===== src/rtl/rcal_pkg.sv =====
// Package with register map, field layouts and types of the calendar block
package rcal_pkg;

  // Register word offsets (byte addresses, one aligned word each)
  localparam logic [4:0] RCAL_OFS_DOW = 5'h00;
  localparam logic [4:0] RCAL_OFS_DOM = 5'h04;
  localparam logic [4:0] RCAL_OFS_MTH = 5'h08;
  localparam logic [4:0] RCAL_OFS_YR = 5'h0c;
  localparam logic [4:0] RCAL_OFS_HR = 5'h10;
  localparam logic [4:0] RCAL_OFS_CTRL = 5'h14;
  localparam int RCAL_AW = 5;

  // Control register bit positions
  localparam int RCAL_CTRL_PAGE = 0;
  localparam int RCAL_CTRL_RUN = 1;

  // Field widths
  localparam int RCAL_DOW_W = 3;
  localparam int RCAL_DOM_W = 6;
  localparam int RCAL_MTH_W = 5;
  localparam int RCAL_YR_W = 8;
  localparam int RCAL_HR_W = 6;
  localparam int RCAL_LEAP_W = 2;

  // Encodings and reset values
  localparam logic [2:0] RCAL_DOW_SUN = 3'h0;
  localparam logic [2:0] RCAL_DOW_SAT = 3'h6;
  localparam logic [5:0] RCAL_DOM_FIRST = 6'h01;
  localparam logic [4:0] RCAL_MTH_JAN = 5'h01;
  localparam logic [4:0] RCAL_MTH_FEB = 5'h02;
  localparam logic [4:0] RCAL_MTH_APR = 5'h04;
  localparam logic [4:0] RCAL_MTH_JUN = 5'h06;
  localparam logic [4:0] RCAL_MTH_SEP = 5'h09;
  localparam logic [4:0] RCAL_MTH_NOV = 5'h11;
  localparam logic [4:0] RCAL_MTH_DEC = 5'h12;
  localparam logic [5:0] RCAL_DOM_28 = 6'h28;
  localparam logic [5:0] RCAL_DOM_29 = 6'h29;
  localparam logic [5:0] RCAL_DOM_30 = 6'h30;
  localparam logic [5:0] RCAL_DOM_31 = 6'h31;
  localparam logic [7:0] RCAL_YR_ZERO = 8'h00;
  localparam logic [7:0] RCAL_YR_LAST = 8'h99;
  localparam logic [1:0] RCAL_LEAP_YES = 2'h0;
  localparam logic [1:0] RCAL_LEAP_ONE = 2'h1;
  localparam logic [5:0] RCAL_HR_ZERO = 6'h00;
  localparam logic [5:0] RCAL_HR_23 = 6'h23;
  localparam logic [5:0] RCAL_HR_11 = 6'h11;
  localparam int RCAL_PM_BIT = 5;
  localparam logic [3:0] RCAL_BCD_NINE = 4'h9;
  localparam logic [3:0] RCAL_NIB_ONE = 4'h1;

  // Bus answer state
  typedef enum logic [1:0] {
    RCAL_IDLE = 2'b00,
    RCAL_ACK = 2'b01
  } rcal_bus_e;

  // Calendar state carried between processes
  typedef struct packed {
    logic [2:0] dow;
    logic [5:0] dom;
    logic [4:0] mth;
    logic [7:0] yr;
    logic [1:0] leap;
    logic [5:0] hr;
    logic fmt24;
  } rcal_cal_s;

endpackage


===== src/rtl/rcal_top.sv =====
// Calendar registers of the real-time clock with Avalon-MM slave
// Functional notes
// - Weekday 3-bit code, Sunday 000, upper zero
// - Weekday reachable on both pages
// - Day BCD 1..31, top bits zero
// - Day reachable on both pages
// - Page 0 month location: BCD month
// - Page 1 month location: 12/24 format bit
// - Page 0 year location: BCD year 00..99
// - Year register decoded only on page 0
// - Page 1 year location: leap-cycle field
// - Leap field visible only on page 1
// - Hour field: PM flag or 24-hour BCD
`timescale 1ns/1ns
`default_nettype none
module rcal_top
  import rcal_pkg::*;
(
  input wire logic clk_i, // 100 MHz clock
  input wire logic rst_n_i, // Async reset, active low
  input wire logic [RCAL_AW-1:0] avs_address, // Byte address
  input wire logic avs_read, // Read request
  input wire logic avs_write, // Write request
  input wire logic [31:0] avs_writedata, // Write data
  input wire logic [3:0] avs_byteenable, // Byte lanes
  output logic [31:0] avs_readdata, // Read data
  output logic avs_waitrequest, // Stall until answer
  input wire logic hour_tick_i, // Hour counter wrap pulse
  output logic [7:0] hr_reg_o, // Hour register view
  output logic hour_fmt24_o, // 24-hour mode flag
  output logic page_o // Current page select
);

  // Complete module state
  typedef struct packed {
    rcal_cal_s cal;
    logic page;
    logic run;
    rcal_bus_e bus;
    logic [31:0] rdata;
  } rcal_state_s;

  rcal_state_s st;
  rcal_state_s next_st;

  logic [7:0] dom_next;
  logic dom_wrap;
  logic [7:0] mth_next;
  logic mth_wrap;
  logic [7:0] yr_next;
  logic yr_wrap;
  logic [7:0] hr_next;
  logic hr_wrap;
  logic [7:0] dom_last;
  logic [7:0] hr_last;
  logic [7:0] hr_first;
  logic [7:0] hr_cur;
  logic day_tick;
  logic wr_lo;

  // Address selects
  logic sel_dow;
  logic sel_dom;
  logic sel_mth;
  logic sel_yr;
  logic sel_hr;
  logic sel_ctrl;

  // Transfer qualifiers
  logic req_take;
  logic rd_take;
  logic wr_take;

  // Field write enables and read word
  logic we_dow;
  logic we_dom;
  logic we_mth;
  logic we_fmt;
  logic we_yr;
  logic we_leap;
  logic we_hr;
  logic we_ctrl;
  logic [31:0] rd_word;

  // Month length in BCD, February from leap phase
  always_comb begin
    dom_last = {2'h0, RCAL_DOM_31};
    if (st.cal.mth == RCAL_MTH_FEB) begin
      if (st.cal.leap == RCAL_LEAP_YES) begin
        dom_last = {2'h0, RCAL_DOM_29};
      end else begin
        dom_last = {2'h0, RCAL_DOM_28};
      end
    end else if (st.cal.mth == RCAL_MTH_APR || st.cal.mth == RCAL_MTH_JUN ||
                 st.cal.mth == RCAL_MTH_SEP || st.cal.mth == RCAL_MTH_NOV) begin
      dom_last = {2'h0, RCAL_DOM_30};
    end
  end

  // Hour wrap limits depend on format
  always_comb begin
    hr_cur = {2'h0, st.cal.hr};
    if (st.cal.fmt24) begin
      hr_last = {2'h0, RCAL_HR_23};
      hr_first = {2'h0, RCAL_HR_ZERO};
    end else begin
      hr_cur[RCAL_PM_BIT] = 1'b0;
      hr_last = {2'h0, RCAL_HR_11};
      hr_first = {2'h0, RCAL_HR_ZERO};
    end
  end

  // Day, month, year, hour incrementers
  rcal_bcd_inc #(.W(8)) u_dom (
    .val_i({2'h0, st.cal.dom}),
    .last_i(dom_last),
    .first_i({2'h0, RCAL_DOM_FIRST}),
    .next_o(dom_next),
    .wrap_o(dom_wrap)
  );
  rcal_bcd_inc #(.W(8)) u_mth (
    .val_i({3'h0, st.cal.mth}),
    .last_i({3'h0, RCAL_MTH_DEC}),
    .first_i({3'h0, RCAL_MTH_JAN}),
    .next_o(mth_next),
    .wrap_o(mth_wrap)
  );
  rcal_bcd_inc #(.W(8)) u_yr (
    .val_i(st.cal.yr),
    .last_i(RCAL_YR_LAST),
    .first_i(RCAL_YR_ZERO),
    .next_o(yr_next),
    .wrap_o(yr_wrap)
  );
  rcal_bcd_inc #(.W(8)) u_hr (
    .val_i(hr_cur),
    .last_i(hr_last),
    .first_i(hr_first),
    .next_o(hr_next),
    .wrap_o(hr_wrap)
  );

  // Day rolls at midnight: 23 in 24-hour, PM 11 in 12-hour
  assign day_tick = st.run && hour_tick_i && hr_wrap &&
                    (st.cal.fmt24 || st.cal.hr[RCAL_PM_BIT]);
  assign wr_lo = avs_write && avs_byteenable[0];

  // Address decode of the register locations
  always_comb begin
    sel_dow = 1'b0;
    sel_dom = 1'b0;
    sel_mth = 1'b0;
    sel_yr = 1'b0;
    sel_hr = 1'b0;
    sel_ctrl = 1'b0;
    if (avs_address == RCAL_OFS_DOW) begin
      sel_dow = 1'b1;
    end else if (avs_address == RCAL_OFS_DOM) begin
      sel_dom = 1'b1;
    end else if (avs_address == RCAL_OFS_MTH) begin
      sel_mth = 1'b1;
    end else if (avs_address == RCAL_OFS_YR) begin
      sel_yr = 1'b1;
    end else if (avs_address == RCAL_OFS_HR) begin
      sel_hr = 1'b1;
    end else if (avs_address == RCAL_OFS_CTRL) begin
      sel_ctrl = 1'b1;
    end
  end

  // Request taken in idle, write lands on the answer edge
  assign req_take = (st.bus == RCAL_IDLE) && (avs_read || avs_write);
  assign rd_take = (st.bus == RCAL_IDLE) && avs_read;
  assign wr_take = (st.bus == RCAL_ACK) && wr_lo;

  // Per-field write enables; shared locations split by page
  assign we_dow = wr_take && sel_dow;
  assign we_dom = wr_take && sel_dom;
  assign we_mth = wr_take && sel_mth && !st.page;
  assign we_fmt = wr_take && sel_mth && st.page;
  assign we_yr = wr_take && sel_yr && !st.page;
  assign we_leap = wr_take && sel_yr && st.page;
  assign we_hr = wr_take && sel_hr;
  assign we_ctrl = wr_take && sel_ctrl;

  // Read mux of the addressed location, page picks shared views
  always_comb begin
    rd_word = 32'h0;
    if (sel_dow) begin
      rd_word = {29'h0, st.cal.dow};
    end else if (sel_dom) begin
      rd_word = {26'h0, st.cal.dom};
    end else if (sel_mth && st.page) begin
      rd_word = {31'h0, st.cal.fmt24};
    end else if (sel_mth) begin
      rd_word = {27'h0, st.cal.mth};
    end else if (sel_yr && st.page) begin
      rd_word = {30'h0, st.cal.leap};
    end else if (sel_yr) begin
      rd_word = {24'h0, st.cal.yr};
    end else if (sel_hr) begin
      rd_word = {26'h0, st.cal.hr};
    end else if (sel_ctrl) begin
      rd_word = {30'h0, st.run, st.page};
    end else begin
      rd_word = 32'h0; // Unmapped locations read zero
    end
  end

  // Next-state logic: counting, register writes, bus answer
  always_comb begin
    next_st = st;
    // Hour and calendar advance
    if (st.run && hour_tick_i) begin
      next_st.cal.hr = hr_next[RCAL_HR_W-1:0];
      if (!st.cal.fmt24 && hr_wrap) begin
        next_st.cal.hr[RCAL_PM_BIT] = ~st.cal.hr[RCAL_PM_BIT];
      end else if (!st.cal.fmt24) begin
        next_st.cal.hr[RCAL_PM_BIT] = st.cal.hr[RCAL_PM_BIT];
      end
    end
    if (day_tick) begin
      if (st.cal.dow == RCAL_DOW_SAT) begin
        next_st.cal.dow = RCAL_DOW_SUN;
      end else begin
        next_st.cal.dow = st.cal.dow + 3'h1;
      end
      next_st.cal.dom = dom_next[RCAL_DOM_W-1:0];
      if (dom_wrap) begin
        next_st.cal.mth = mth_next[RCAL_MTH_W-1:0];
        if (mth_wrap) begin
          next_st.cal.yr = yr_next;
          next_st.cal.leap = st.cal.leap + RCAL_LEAP_ONE;
        end
      end
    end
    // Bus handshake: one wait cycle, then answer
    next_st.bus = RCAL_IDLE;
    if (req_take) begin
      next_st.bus = RCAL_ACK;
    end
    // Register writes take effect on the answer edge; writes win over counting
    if (we_dow) begin
      next_st.cal.dow = avs_writedata[RCAL_DOW_W-1:0];
    end
    if (we_dom) begin
      next_st.cal.dom = avs_writedata[RCAL_DOM_W-1:0];
    end
    if (we_mth) begin
      next_st.cal.mth = avs_writedata[RCAL_MTH_W-1:0];
    end
    if (we_fmt) begin
      next_st.cal.fmt24 = avs_writedata[0];
    end
    if (we_yr) begin
      next_st.cal.yr = avs_writedata[RCAL_YR_W-1:0];
    end
    if (we_leap) begin
      next_st.cal.leap = avs_writedata[RCAL_LEAP_W-1:0];
    end
    if (we_hr) begin
      next_st.cal.hr = avs_writedata[RCAL_HR_W-1:0];
    end
    if (we_ctrl) begin
      next_st.page = avs_writedata[RCAL_CTRL_PAGE];
      next_st.run = avs_writedata[RCAL_CTRL_RUN];
    end
    // Read data captured at request, shown at the answer edge
    next_st.rdata = 32'h0;
    if (rd_take) begin
      next_st.rdata = rd_word;
    end else if (st.bus == RCAL_ACK) begin
      next_st.rdata = st.rdata;
    end
  end

  // State register
  always_ff @(posedge clk_i or negedge rst_n_i) begin
    if (!rst_n_i) begin
      st.cal.dow <= RCAL_DOW_SUN;
      st.cal.dom <= RCAL_DOM_FIRST;
      st.cal.mth <= RCAL_MTH_JAN;
      st.cal.yr <= RCAL_YR_ZERO;
      st.cal.leap <= RCAL_LEAP_YES;
      st.cal.hr <= RCAL_HR_ZERO;
      st.cal.fmt24 <= 1'b1;
      st.page <= 1'b0;
      st.run <= 1'b0;
      st.bus <= RCAL_IDLE;
      st.rdata <= 32'h0;
    end else begin
      st <= next_st;
    end
  end

  // Outputs
  assign avs_waitrequest = (avs_read || avs_write) && (st.bus == RCAL_IDLE);
  assign avs_readdata = st.rdata;
  assign hr_reg_o = {2'h0, st.cal.hr};
  assign hour_fmt24_o = st.cal.fmt24;
  assign page_o = st.page;

endmodule
`default_nettype wire


===== src/rtl/rcal_bcd_inc.sv =====
// Two-digit BCD incrementer with wrap to a given start value
`timescale 1ns/1ns
`default_nettype none
module rcal_bcd_inc
  import rcal_pkg::*;
#(
  parameter int W = 8
) (
  input wire logic [W-1:0] val_i, // Current BCD value
  input wire logic [W-1:0] last_i, // Last legal value
  input wire logic [W-1:0] first_i, // Value after wrap
  output logic [W-1:0] next_o, // Incremented value
  output logic wrap_o // Wrapped to first
);

  // Units carry into tens, wrap at last value
  always_comb begin
    next_o = val_i;
    wrap_o = (val_i == last_i);
    if (wrap_o) begin
      next_o = first_i;
    end else if (val_i[3:0] == RCAL_BCD_NINE) begin
      next_o = val_i + W'(16'h0007);
    end else begin
      next_o = val_i + W'(16'h0001);
    end
  end
endmodule
`default_nettype wire


===== config.mk =====
export PLATFORM = sky130hd
export DESIGN_NAME = rcal_top
export DESIGN_NICKNAME = d
export VERILOG_FILES = /design/src/rtl/rcal_pkg.sv /design/src/rtl/rcal_top.sv /design/src/rtl/rcal_bcd_inc.sv
export SDC_FILE = /design/constraint.sdc
export NUM_CORES = 1
export LEC_CHECK = 0
export ABC_AREA = 1
export BUFFER_PORTS_ARGS = -buffer_cell sky130_fd_sc_hd__buf_4
export CAP_MARGIN = 20
export CELL_PAD_IN_SITES_DETAIL_PLACEMENT = 1
export CELL_PAD_IN_SITES_GLOBAL_PLACEMENT = 1
export CORE_MARGIN = 5
export CORE_UTILIZATION = 38
export CTS_CLUSTER_SIZE = 40
export DETAILED_ROUTE_END_ITERATION = 8
export HOLD_SLACK_MARGIN = 0.12
export PLACE_DENSITY_LB_ADDON = 0.05
export SYNTH_ARGS = -nofsm -noshare
export SYNTH_HDL_FRONTEND = slang
export SYNTH_SLANG_ARGS = --single-unit

===== constraint.sdc =====
create_clock -name clk_i -period 2.2 [get_ports clk_i]
set_input_delay 0.22 -clock clk_i [delete_from_list [all_inputs] [get_ports clk_i]]
set_output_delay 0.22 -clock clk_i [all_outputs]
set_load 0.05 [all_outputs]

== After elaboration in Yosys (flattened, before gate mapping) ==
Cells that the tools add are included.

* Bits in registers: 67
* Bits of input ports: 46
* Output and inout port bits: 43
* Word-level logic and storage cells: 148

* Add/subtract/negate cells: 10
* Equal/unequal tests: 21
* Multiplexer cells: 58
* Bitwise logic cells: 1
* Reductions and logical operators: 46

{| class="wikitable"
|+ Operator list
! cell !! count
|-
| 2-to-1 mux 8 bit || 10
|-
| 2-to-1 mux 32 bit || 2
|-
| 2-to-1 mux 6 bit || 9
|-
| 2-to-1 mux 1 bit || 27
|-
| 2-to-1 mux 24 bit || 1
|-
| nonzero test 2 bit || 11
|-
| equality test 5 bit (second input constant) || 4
|-
| logical AND 1 bit || 20
|-
| equality test 4 bit (second input constant) || 4
|-
| equality test 5 x 3 -> 1 bit (second input constant) || 3
|-
| equality test 5 x 4 -> 1 bit (second input constant) || 3
|-
| 2-to-1 mux 15 bit || 1
|-
| 2-to-1 mux 5 bit || 3
|-
| adder 6 x 1 -> 6 bit (second input constant) || 2
|-
| adder 6 x 3 -> 6 bit (second input constant) || 2
|-
| 2-to-1 mux 10 bit || 1
|-
| adder 8 x 1 -> 8 bit (second input constant) || 1
|-
| adder 8 x 3 -> 8 bit (second input constant) || 1
|-
| equality test 6 x 8 -> 1 bit || 1
|-
| equality test 8 bit (second input constant) || 1
|-
| equality test 6 bit || 1
|-
| 2-to-1 mux 3 bit || 2
|-
| AND reduction 3 bit || 2
|-
| adder 5 x 1 -> 5 bit (second input constant) || 1
|-
| other kinds (15) || 23
|}

== Depth between registers and ports, before layout ==
Gate-level depths: netlist of the first run.

* Depth in word-level cells: 16
* Mapped depth: 14
* Depth with buffers taken out: 14

== By module ==
From an unflattened synthesis of the first run, not the netlist that was laid out.

* Cell total of the unflattened synthesis: 678
* Area total of the unflattened synthesis: 4530.6 µm²

{| class="wikitable"
|+ Modules (own cells, without submodules)
! module !! times used !! cells an instance !! area an instance (µm²) !! sequential area each (µm²)
|-
| rcal_top || 1 || 354 || 2824.0 || 1054.8
|-
| rcal_bcd_inc || 4 || 81 || 426.7 || 0.0
|}

== Worst setup path before layout of the first run ==
OpenSTA, ideal clock, no wires.

* Kind: register to register
* From: register st[59] (netlist bit)
* To: register st[61] (netlist bit)
* Setup time: 0.087 ns
* Arrival time: 1.902 ns
* Path slack: 0.212 ns
* Stages on the path, launching flop included: 11
* Period minus slack after synthesis: 1.988 ns
* Path through: dfrtp_1 -> or2_2 -> nor3_1 -> ha_1 -> a21oi_1 -> nand2_1 -> nand2_1 -> nand2_1 -> nor2_1 -> nand2_1 -> o211ai_1

* Longest elaborated chain between the ends: 5
* Elaborated cells between the ends (all ways): 8

{| class="wikitable"
|+ RTL lines
! element !! line !! RTL
|-
| from (decl) || rcal_top.sv:43 || <nowiki>rcal_state_s st;</nowiki>
|-
| from (signal assigned) || rcal_top.sv:292 || <nowiki>st <= next_st;</nowiki>
|-
| adder 6 x 1 -> 6 bit (tied with other cells) || rcal_bcd_inc.sv:25 || <nowiki>next_o = val_i + W'(16'h0001);</nowiki>
|-
| 2-to-1 mux 6 bit || rcal_bcd_inc.sv:22 || <nowiki>end else if (val_i[3:0] == RCAL_BCD_NINE) begin</nowiki>
|-
| 2-to-1 mux 6 bit * || rcal_bcd_inc.sv:20 || <nowiki>if (wrap_o) begin</nowiki>
|-
| 2-to-1 mux 24 bit * || rcal_top.sv:222 || <nowiki>if (day_tick) begin</nowiki>
|-
| 2-to-1 mux 6 bit * || rcal_top.sv:246 || <nowiki>if (we_dom) begin</nowiki>
|}

Mark *: on every way between the ends. The rest lies on a longest branch, timed or not. The select of a mux whose other input is x is not followed.
A chain may end at the register's enable or synchronous reset.

== Worst setup path after layout of the first run ==
Ends and elaborated chain as after synthesis.

==> flow_metrics.py, run 1 <==
metrics = {
    "run_status": {
        "status": "completed",
    },
    "synth": {
        "synth_mux_area_share_pct": 0,
        "syn_area_per_cell_um2": 6.825,
        "synth_cell_types": 38,
        "netlist_instances": 532,
        "synth_fa_ha_area_share_pct": 5.307,
        "synth_top_family_by_area": "simple AND/OR/NAND/NOR gates",
        "yosys_warnings": 0,
        "synthXorXnorAreaFrac_pct": 1.447,
        "synthSimpleGateAreaFrac_pct": 38.39,
        "synth_area_mm2": 0.003631,
        "ys_seq_elements": 42,
        "ys_seq_area_share_pct": 29.05,
        "synth_compound_area_share_pct": 10.17,
    },
    "grt": {
        "met2_usage_pct": 34.68,
        "grt_overflow": 0,
        "grt_pass1_wl_mm": 18.62,
        "antenna_found_initial": 0,
        "track_usage_pct": 20.17,
        "top_usage_layer": "met2",
        "grt_pass1_vias": 3678,
        "grt_max_degree": 43,
        "grt_util_met1_pct": 26.90,
        "use_met3_pct": 2.999,
    },
    "finish": {
        "final_util_pct": 44.38,
        "layout_common_cells": "160 x nand2_1, 57 x inv_1, 53 x nand3_1, 52 x buf_4, 38 x dfrtp_1",
        "drive_gt1_share_pct": 18.64,
        "diodes": 0,
        "multi_input_area_mm2": 0.002120,
        "layout_commonest_cell": "nand2_1",
        "area_growth_pct": 13.47,
        "final_nets": 632,
        "regArea_mm2": 0.001056,
        "n_fill_cell": 1250,
    },
    "timing": {
        "rsz0062_at_grt": "false",
        "setup_viol": 0,
        "slew-limit-headroom_pct": 59.75,
        "finalHoldViolations": 0,
        "max_freq_mhz": 495.3,
        "finalMaxSlewViolations": 0,
        "whs_ns": 0.1376,
        "min_period_ns": 2.019,
        "fin_crit_sh_pct": 91.78,
        "finClkSkew_ns": 0.009944,
        "tns_ns": 0,
        "worst_pin_slew_ns": 0.6038,
    },
    "worst_setup_path": {
        "arrival_ns": 2.23,
        "cp_max_fo": 4,
        "cp.required_ns": 2.41,
        "start_kind": "flop",
        "crit_path_end_kind": "flop",
        "path_cells": "or2_2 > nor3_1 > ha_1 > a21oi_1 > nand2_1 > nand2_1 > nand2_1 > nor2_1 > nand2_1 > o211ai_1",
        "crit_path_top_delay_cell": "dfrtp_1",
        "crit_type": "reg2reg",
        "cp_common_cell": "nand2_1",
        "slowest_delay_ns": 0.40,
    },
    "clocking": {
        "cts_tree": "done",
        "path_clk_slew_ns": 0.09,
        "clock_latency_ns": 0.31,
        "htree_levels": 2,
        "clockRootBuffer": "clkbuf_8",
        "numCtsBuffers": 5,
        "cts.sinks": 42,
        "clock_path_buffers": 2,
    },
    "routing": {
        "drc_errors": 0,
        "first_pass_iters": 4,
        "routed_wl_mm": 11.28,
        "first_iter_violations": 106,
        "avgViaCountPerCell": 5.125,
        "wl_per_cell_um": 16.04,
        "vias": 3603,
        "ant_nets": 0,
    },
    "placement": {
        "io_buffers": 35,
        "gp_congestion": 0.8109,
        "hpwl_mm": 8.971,
    },
    "floorplanning": {
        "core_region_area_mm2": 0.009284,
        "start_util_pct": 39.11,
        "die-area_mm2": 0.01161,
        "rows": 35,
        "die_h_um": 107.8,
        "io_pins": 89,
        "die_w_um": 107.8,
    },
    "power_and_ir_drop": {
        "power.switching_uw": 1135,
        "comb_power_share_pct": 39.0,
        "pwr-share-clk_pct": 28.0,
        "p_int_uw": 1682,
        "finalPower_uw": 2817,
        "power.leakage_uw": 0.002187,
        "p_per_area_mw_per_mm2": 683.7,
        "vdd_drop_max_mv": 0.2844,
        "sw_frac_of_total_pct": 40.27,
        "seqPwrFrac_pct": 33.0,
    },
    "worst_hold_path": {
        "hold_class": "in2reg",
    },
    "run": {
        "max_cap_viol_count": 0,
    },
}
## kinds of logic after synthesis
| logic type | Yosys count |
|---|---|
| and+or+nand+nor | 301 |
| buffers and inverters | 108 |
| AOI/OAI and AO/OA | 61 |
| DFF | 42 |
| adders and majority gates | 13 |
| xor gates and xnor gates | 6 |
| other | 1 |
## final cells by class
class                           instances  area share [%]
Timing Repair Buffer                   53           9.718
Inverter                               64           5.831
Multi-Input combinational cell        407           51.44
Clock buffer                            6           2.004
Tap cell                              129           3.917
Clock inverter                          2           1.458
Sequential cell                        42           25.63
## cells in the mapped netlist, drive strengths merged
cell type  instances  area share, %
nor2              47            6.0
nand4             16            2.8
or2                2           0.34
o21ai             34            5.2
o211ai             4           0.83
nor3               7            1.2
a31oi              1           0.17
dfrtp             39             27
fa                 4            2.2
a21oi             11            1.6
dfstp              3            2.2
nand3             60            9.3
o22ai              4           0.69
xnor2              1           0.24
o221ai             4           0.96
ha                 9            3.1
xor2               5            1.2
o41ai              2           0.48
o21bai             1           0.21
inv               64            6.6
conb               1           0.10
nand2            169             19
buf               42            8.7
clkbuf             2           0.21
## repair_timing
| item | CTS | global route |
|---|---|---|
| buffers inserted | 0 | 0 |
| hold buffers | 1 | 0 |
| setup endpoints to repair | 0 | 4 |
| endpoints found under the hold margin | 39 | 0 |
| resized for setup | 0 | 6 |
## worst paths after layout
kind / slack [ns] / depth (start not counted) / endpoint / from
min reg2reg: 0.48 / 2 / st[43] / st[43]
min: 0.14 / 3 / st[62] / avs_writedata[4]
max: 0.18 / 10 / st[61] / st[59]
max in group asynchronous: 1.29 / 2 / st[46] / rst_n_i
max reg2reg: 0.18 / 10 / st[61] / st[59]
min in group asynchronous: 0.45 / 2 / hr_reg_o[3] / rst_n_i
## power groups by stage
stage	clock, uW	combinational (uW)	sequential [uW]
floorplan	0	840	949
global placement	0	1070	938
detailed placement	0	1090	943
CTS	806	1100	928
global route	842	1210	942
finish	788	1100	931
## through the flow
| stage | cell area, um2 | setup WS, ns | std cells |
|---|---|---|---|
| finish | 4120 | 0.1809 | 703 |
| global route | 4120 | 0.002543 | 703 |
| CTS | 4105 | 0.08786 | 703 |
| detailed placement | 3953 | 0.1147 | 694 |
| global placement | 3953 | 0.2198 | 694 |
| floorplan | 3725 | 0.2116 | 557 |
## flip-flops by register name, summed over array words and instances (netlist names)
name          count
hr_reg_o          6
avs_readdata      8
st               26
page_o            1
hour_fmt24_o      1
## metal layers
metal  wire length (um)  vias to the layer above
met5                  0                        -
met4                223                        0
met3                615                       16
met2               5240                       89
met1               5199                     1750
li1                   -                     1748
## critical path, delay by kind of cell (launching register included)
family	cells	cell delay, ns
compound gates	2	0.31
fa+ha+maj	1	0.32
flops	1	0.40
simple gates	7	0.90
(Power assumes the default switching activity.)
==> run 2: changes to the inputs <==
--- a/config.mk
+++ b/config.mk
@@ -8,10 +8,8 @@
 export ABC_AREA = 1
 export BUFFER_PORTS_ARGS = -buffer_cell sky130_fd_sc_hd__buf_4
 export CAP_MARGIN = 20
-export CELL_PAD_IN_SITES_DETAIL_PLACEMENT = 1
-export CELL_PAD_IN_SITES_GLOBAL_PLACEMENT = 1
 export CORE_MARGIN = 5
-export CORE_UTILIZATION = 38
+export CORE_UTILIZATION = 41
 export CTS_CLUSTER_SIZE = 40
 export DETAILED_ROUTE_END_ITERATION = 8
 export HOLD_SLACK_MARGIN = 0.12
==> flow_metrics.py, run 2 (same netlist as run 1, synthesis figures left out) <==
metrics = {
    "run_status": {
        "status": "completed",
    },
    "finish": {
        "diodes": 0,
        "layout_commonest_cell": "nand2_1",
        "layout_common_cells": "160 x nand2_1, 58 x inv_1, 53 x nand3_1, 49 x buf_4, 39 x dfrtp_1",
        "top_register": "st",
        "final_util_pct": 46.91,
        "largest_reg_flops": 26,
        "drive_gt1_share_pct": 17.86,
        "n_fill_cell": 913,
        "final_nets": 629,
        "area_growth_pct": 12.13,
    },
    "grt": {
        "grt_max_degree": 43,
        "track_usage_pct": 18.27,
        "grt_overflow": 0,
        "grt_pass1_wl_mm": 16.41,
        "antenna_found_initial": 0,
        "grt_pass1_vias": 3216,
    },
    "timing": {
        "slew-limit-headroom_pct": 62.01,
        "fin_crit_sh_pct": 89.39,
        "worst_pin_slew_ns": 0.5698,
        "min_period_ns": 1.967,
        "setup_viol": 0,
        "max_freq_mhz": 508.5,
        "whs_ns": 0.1466,
        "finalMaxSlewViolations": 0,
        "finClkSkew_ns": 0.003823,
        "finalHoldViolations": 0,
        "fin_ws_ns": 0.2335,
        "rsz0062_at_grt": "false",
        "tns_ns": 0,
    },
    "worst_hold_path": {
        "hold_class": "in2reg",
        "hp-start": "avs_writedata[4]",
    },
    "power_and_ir_drop": {
        "vdd_drop_max_mv": 0.3126,
        "p_per_area_mw_per_mm2": 681.3,
        "power.leakage_uw": 0.002177,
    },
    "placement": {
        "io_buffers": 35,
        "hpwl_mm": 7.670,
        "gp_congestion": 0.8649,
        "pre_cts_ws_ns": 0.1949,
    },
    "clocking": {
        "htree_levels": 2,
        "clock_path_buffers": 2,
        "numCtsBuffers": 5,
        "cts_tree": "done",
        "cts.sinks": 42,
        "clock_latency_ns": 0.30,
        "path_clk_slew_ns": 0.09,
        "clockRootBuffer": "clkbuf_8",
    },
    "routing": {
        "vias": 3439,
        "ant_nets": 0,
        "routed_wl_mm": 9.834,
        "avgViaCountPerCell": 5.065,
        "first_iter_violations": 154,
        "drc_errors": 0,
        "first_pass_iters": 4,
        "wl_per_cell_um": 14.48,
    },
    "floorplanning": {
        "rows": 34,
        "die-area_mm2": 0.01084,
        "io_pins": 89,
        "start_util_pct": 41.84,
        "die_h_um": 104.1,
        "core_region_area_mm2": 0.008678,
        "die_w_um": 104.1,
    },
    "worst_setup_path": {
        "start_kind": "flop",
        "cp_max_fo": 4,
        "endpoint": "st[61]",
        "crit_start": "st[60]",
        "reg2reg_depth": 10,
        "r2r-end": "st[61]",
        "cp.required_ns": 2.42,
        "r2r_slack_ns": 0.23,
        "crit_type": "reg2reg",
        "crit_path_end_kind": "flop",
        "arrival_ns": 2.18,
        "reg2reg_from": "st[60]",
    },
    "run": {
        "max_cap_viol_count": 0,
    },
}
run 2: per-layer routing:
layer / global-route usage, % / part of all wire, %
met4: 2.775 / 0.82
met1: 26.95 / 50
met2: 28.55 / 45
met3: 3.042 / 4.5
met5: 0 / 0
run 2: worst min-delay path by stage:
| stage | endpoint | depth (start not counted) |
|---|---|---|
| after floorplan | avs_readdata[0] | 0 |
| after global placement | hr_reg_o[5] | 1 |
| after detailed placement | hr_reg_o[5] | 1 |
| after CTS | st[62] | 3 |
| after global routing | st[62] | 3 |
| final | st[62] | 3 |
run 2: area by class of cell:
class | count | area [um2] | area share [%]
clock buffer | 6 | 82.58 | 2.028
sequential | 42 | 1055 | 25.91
inverter | 64 | 240.2 | 5.900
timing repair buffer | 50 | 377.9 | 9.281
clock inverter | 2 | 60.06 | 1.475
multi-input combinational | 407 | 2121 | 52.09
tap | 108 | 135.1 | 3.319
run 2: power by group:
part | switching (uW) | internal [uW] | leakage, uW
registers | 70.4 | 850 | 0.000545
logic | 738 | 341 | 0.00156
clock network | 289 | 485 | 0.0000714
total | 1100 | 1680 | 0.00218
run 2: metrics by stage:
step / instance area (um2) / instances / power [uW]
2_1_floorplan: 3725 / 557 / 1788
3_3_place_gp: 3889 / 668 / 1999
6_report: 4071 / 679 / 2774
5_1_grt: 4071 / 679 / 2960
3_5_place_dp: 3889 / 668 / 2006
4_1_cts: 4041 / 677 / 2800
run 2: timing repair:
action | in CTS | in global routing
hold buffers | 1 | 0
buffers inserted | 0 | 2
endpoints found under the setup margin | 0 | 5
resized for setup | 0 | 4
endpoints found under the hold margin | 39 | 0
run 2: worst max-delay path, stage by stage (launching register included):
cell and delay [ns]:
dfrtp_1 0.44, or2_2 0.31, nor3_2 0.15, ha_1 0.31, a21oi_1 0.20, nand2_1 0.09, nand2_1 0.09, nand2_1 0.05
nor2_1 0.11, nand2_1 0.06, o211ai_1 0.08
==> run 3: changes to the inputs <==
--- a/config.mk
+++ b/config.mk
@@ -9,7 +9,7 @@
 export BUFFER_PORTS_ARGS = -buffer_cell sky130_fd_sc_hd__buf_4
 export CAP_MARGIN = 20
 export CORE_MARGIN = 5
-export CORE_UTILIZATION = 41
+export CORE_UTILIZATION = 55
 export CTS_CLUSTER_SIZE = 40
 export DETAILED_ROUTE_END_ITERATION = 8
 export HOLD_SLACK_MARGIN = 0.12
==> flow_metrics.py, run 3 (same netlist as run 1, synthesis figures left out) <==
metrics = {
    "placement": {
        "gp_congestion": 0.9413,
        "io_buffers": 35,
        "hpwl_mm": 7.201,
    },
    "clocking": {
        "cts.sinks": 42,
        "path_clk_slew_ns": 0.09,
        "numCtsBuffers": 5,
        "clock_path_buffers": 2,
        "clockRootBuffer": "clkbuf_8",
        "htree_levels": 2,
        "cts_tree": "done",
        "clock_latency_ns": 0.31,
    },
    "routing": {
        "first_pass_iters": 5,
        "avgViaCountPerCell": 5.392,
        "ant_nets": 0,
        "wl_per_cell_um": 14.32,
        "routed_wl_mm": 9.251,
        "first_iter_violations": 241,
        "drc_errors": 0,
        "vias": 3483,
    },
    "power_and_ir_drop": {
        "pwr-share-clk_pct": 20.1,
        "vdd_drop_max_mv": 0.8752,
        "p_int_uw": 1408,
        "power.leakage_uw": 0.002129,
        "sw_frac_of_total_pct": 43.81,
        "p_per_area_mw_per_mm2": 633.8,
        "power.switching_uw": 1098,
        "finalPower_uw": 2506,
        "seqPwrFrac_pct": 37.4,
        "comb_power_share_pct": 42.5,
    },
    "timing": {
        "finalMaxSlewViolations": 0,
        "fin_crit_sh_pct": 90.26,
        "finClkSkew_ns": 0.01340,
        "rsz0062_at_grt": "false",
        "slew-limit-headroom_pct": 61.97,
        "setup_viol": 0,
        "min_period_ns": 1.986,
        "finalHoldViolations": 0,
        "tns_ns": 0,
        "worst_pin_slew_ns": 0.5704,
        "max_freq_mhz": 503.6,
    },
    "finish": {
        "drive_gt1_share_pct": 17.57,
        "largest_reg_flops": 26,
        "layout_commonest_cell": "nand2_1",
        "area_growth_pct": 8.890,
        "final_nets": 627,
        "top_register": "st",
        "final_util_pct": 61.91,
        "diodes": 0,
        "layout_common_cells": "160 x nand2_1, 57 x inv_1, 54 x nand3_1, 47 x buf_4, 38 x dfrtp_1",
    },
    "worst_setup_path": {
        "r2r_slack_ns": 0.21,
        "crit_path_end_kind": "flop",
        "crit_type": "reg2reg",
        "reg2reg_from": "st[59]",
        "cp.required_ns": 2.43,
        "cp_max_fo": 5,
        "r2r-end": "st[61]",
        "reg2reg_depth": 10,
        "start_kind": "flop",
        "arrival_ns": 2.22,
    },
    "grt": {
        "grt_pass1_wl_mm": 15.37,
        "grt_overflow": 0,
        "grt_max_degree": 43,
        "antenna_found_initial": 0,
        "grt_pass1_vias": 3240,
        "track_usage_pct": 22.38,
    },
    "worst_hold_path": {
        "hold_class": "in2reg",
        "hold_end": "st[62]",
        "hold_depth": 3,
        "hp-start": "avs_writedata[4]",
    },
    "floorplanning": {
        "die_h_um": 91.25,
        "io_pins": 89,
        "rows": 29,
        "die-area_mm2": 0.008327,
        "die_w_um": 91.25,
        "start_util_pct": 56.86,
        "core_region_area_mm2": 0.006386,
    },
    "run": {
        "max_cap_viol_count": 0,
    },
    "run_status": {
        "status": "completed",
    },
}
## run 3: routing by layer
layer / vias up / track usage (%) / wire, um
li1: 1741 / - / -
met1: 1593 / 30.71 / 4166
met2: 133 / 36.00 / 4237
met3: 16 / 3.884 / 670
met4: 0 / 6.968 / 176
met5: - / 0 / 0
## run 3: per-stage QoR
step	hold WS [ns]	area [um2]	setup WS, ns	instances
after floorplan	-0.07559	3725	0.2116	557
after global placement	0.2451	3842	0.1921	636
after detailed placement	0.2530	3842	0.1693	636
after CTS	0.1596	3935	0.1490	645
after global routing	0.1628	3954	0.01963	646
final	0.1646	3954	0.2142	646
## run 3: worst max path at each step
stage	start	to	slack, ns	cells past startpoint
floorplan	st[59]	st[61]	0.21	10
global placement	hr_reg_o[2]	hr_reg_o[4]	0.19	9
detailed placement	hr_reg_o[2]	hr_reg_o[4]	0.17	9
CTS	hr_reg_o[2]	hr_reg_o[4]	0.15	9
global route	st[46]	st[50]	0.02	12
finish	st[59]	st[61]	0.21	10
## run 3: area by class of cell
cell class | instances | area (um2)
fillers | 636 | 2432
inverters | 64 | 240.2
multi-input cells | 407 | 2116
flip-flops and latches | 42 | 1056
clock buffers | 6 | 72.57
clock inverters | 2 | 10.01
repair buffers | 48 | 362.8
well taps | 77 | 96.34
## run 3: what timing repair did
action / in CTS / in global routing
endpoints found under the hold margin: 39 / 0
setup endpoints to repair: 0 / 5
hold buffers: 1 / 0
setup buffers: 0 / 1
gates resized for setup: 0 / 6
## run 3: critical path, cell delays in order, from the launching register on
cell	delay (ns)
dfrtp_1	0.47
or2_2	0.34
nor3_2	0.15
ha_1	0.31
a21oi_1	0.21
nand2_1	0.09
nand2_1	0.08
nand2_1	0.05
nor2_1	0.09
nand2_1	0.05
o211ai_1	0.07
## run 3: power by group through the flow
stage	logic (uW)	registers, uW	clock network (uW)
finish	1070	936	504
global route	1150	949	549
CTS	1050	932	516
detailed placement	1050	946	0
global placement	1040	943	0
floorplan	840	949	0
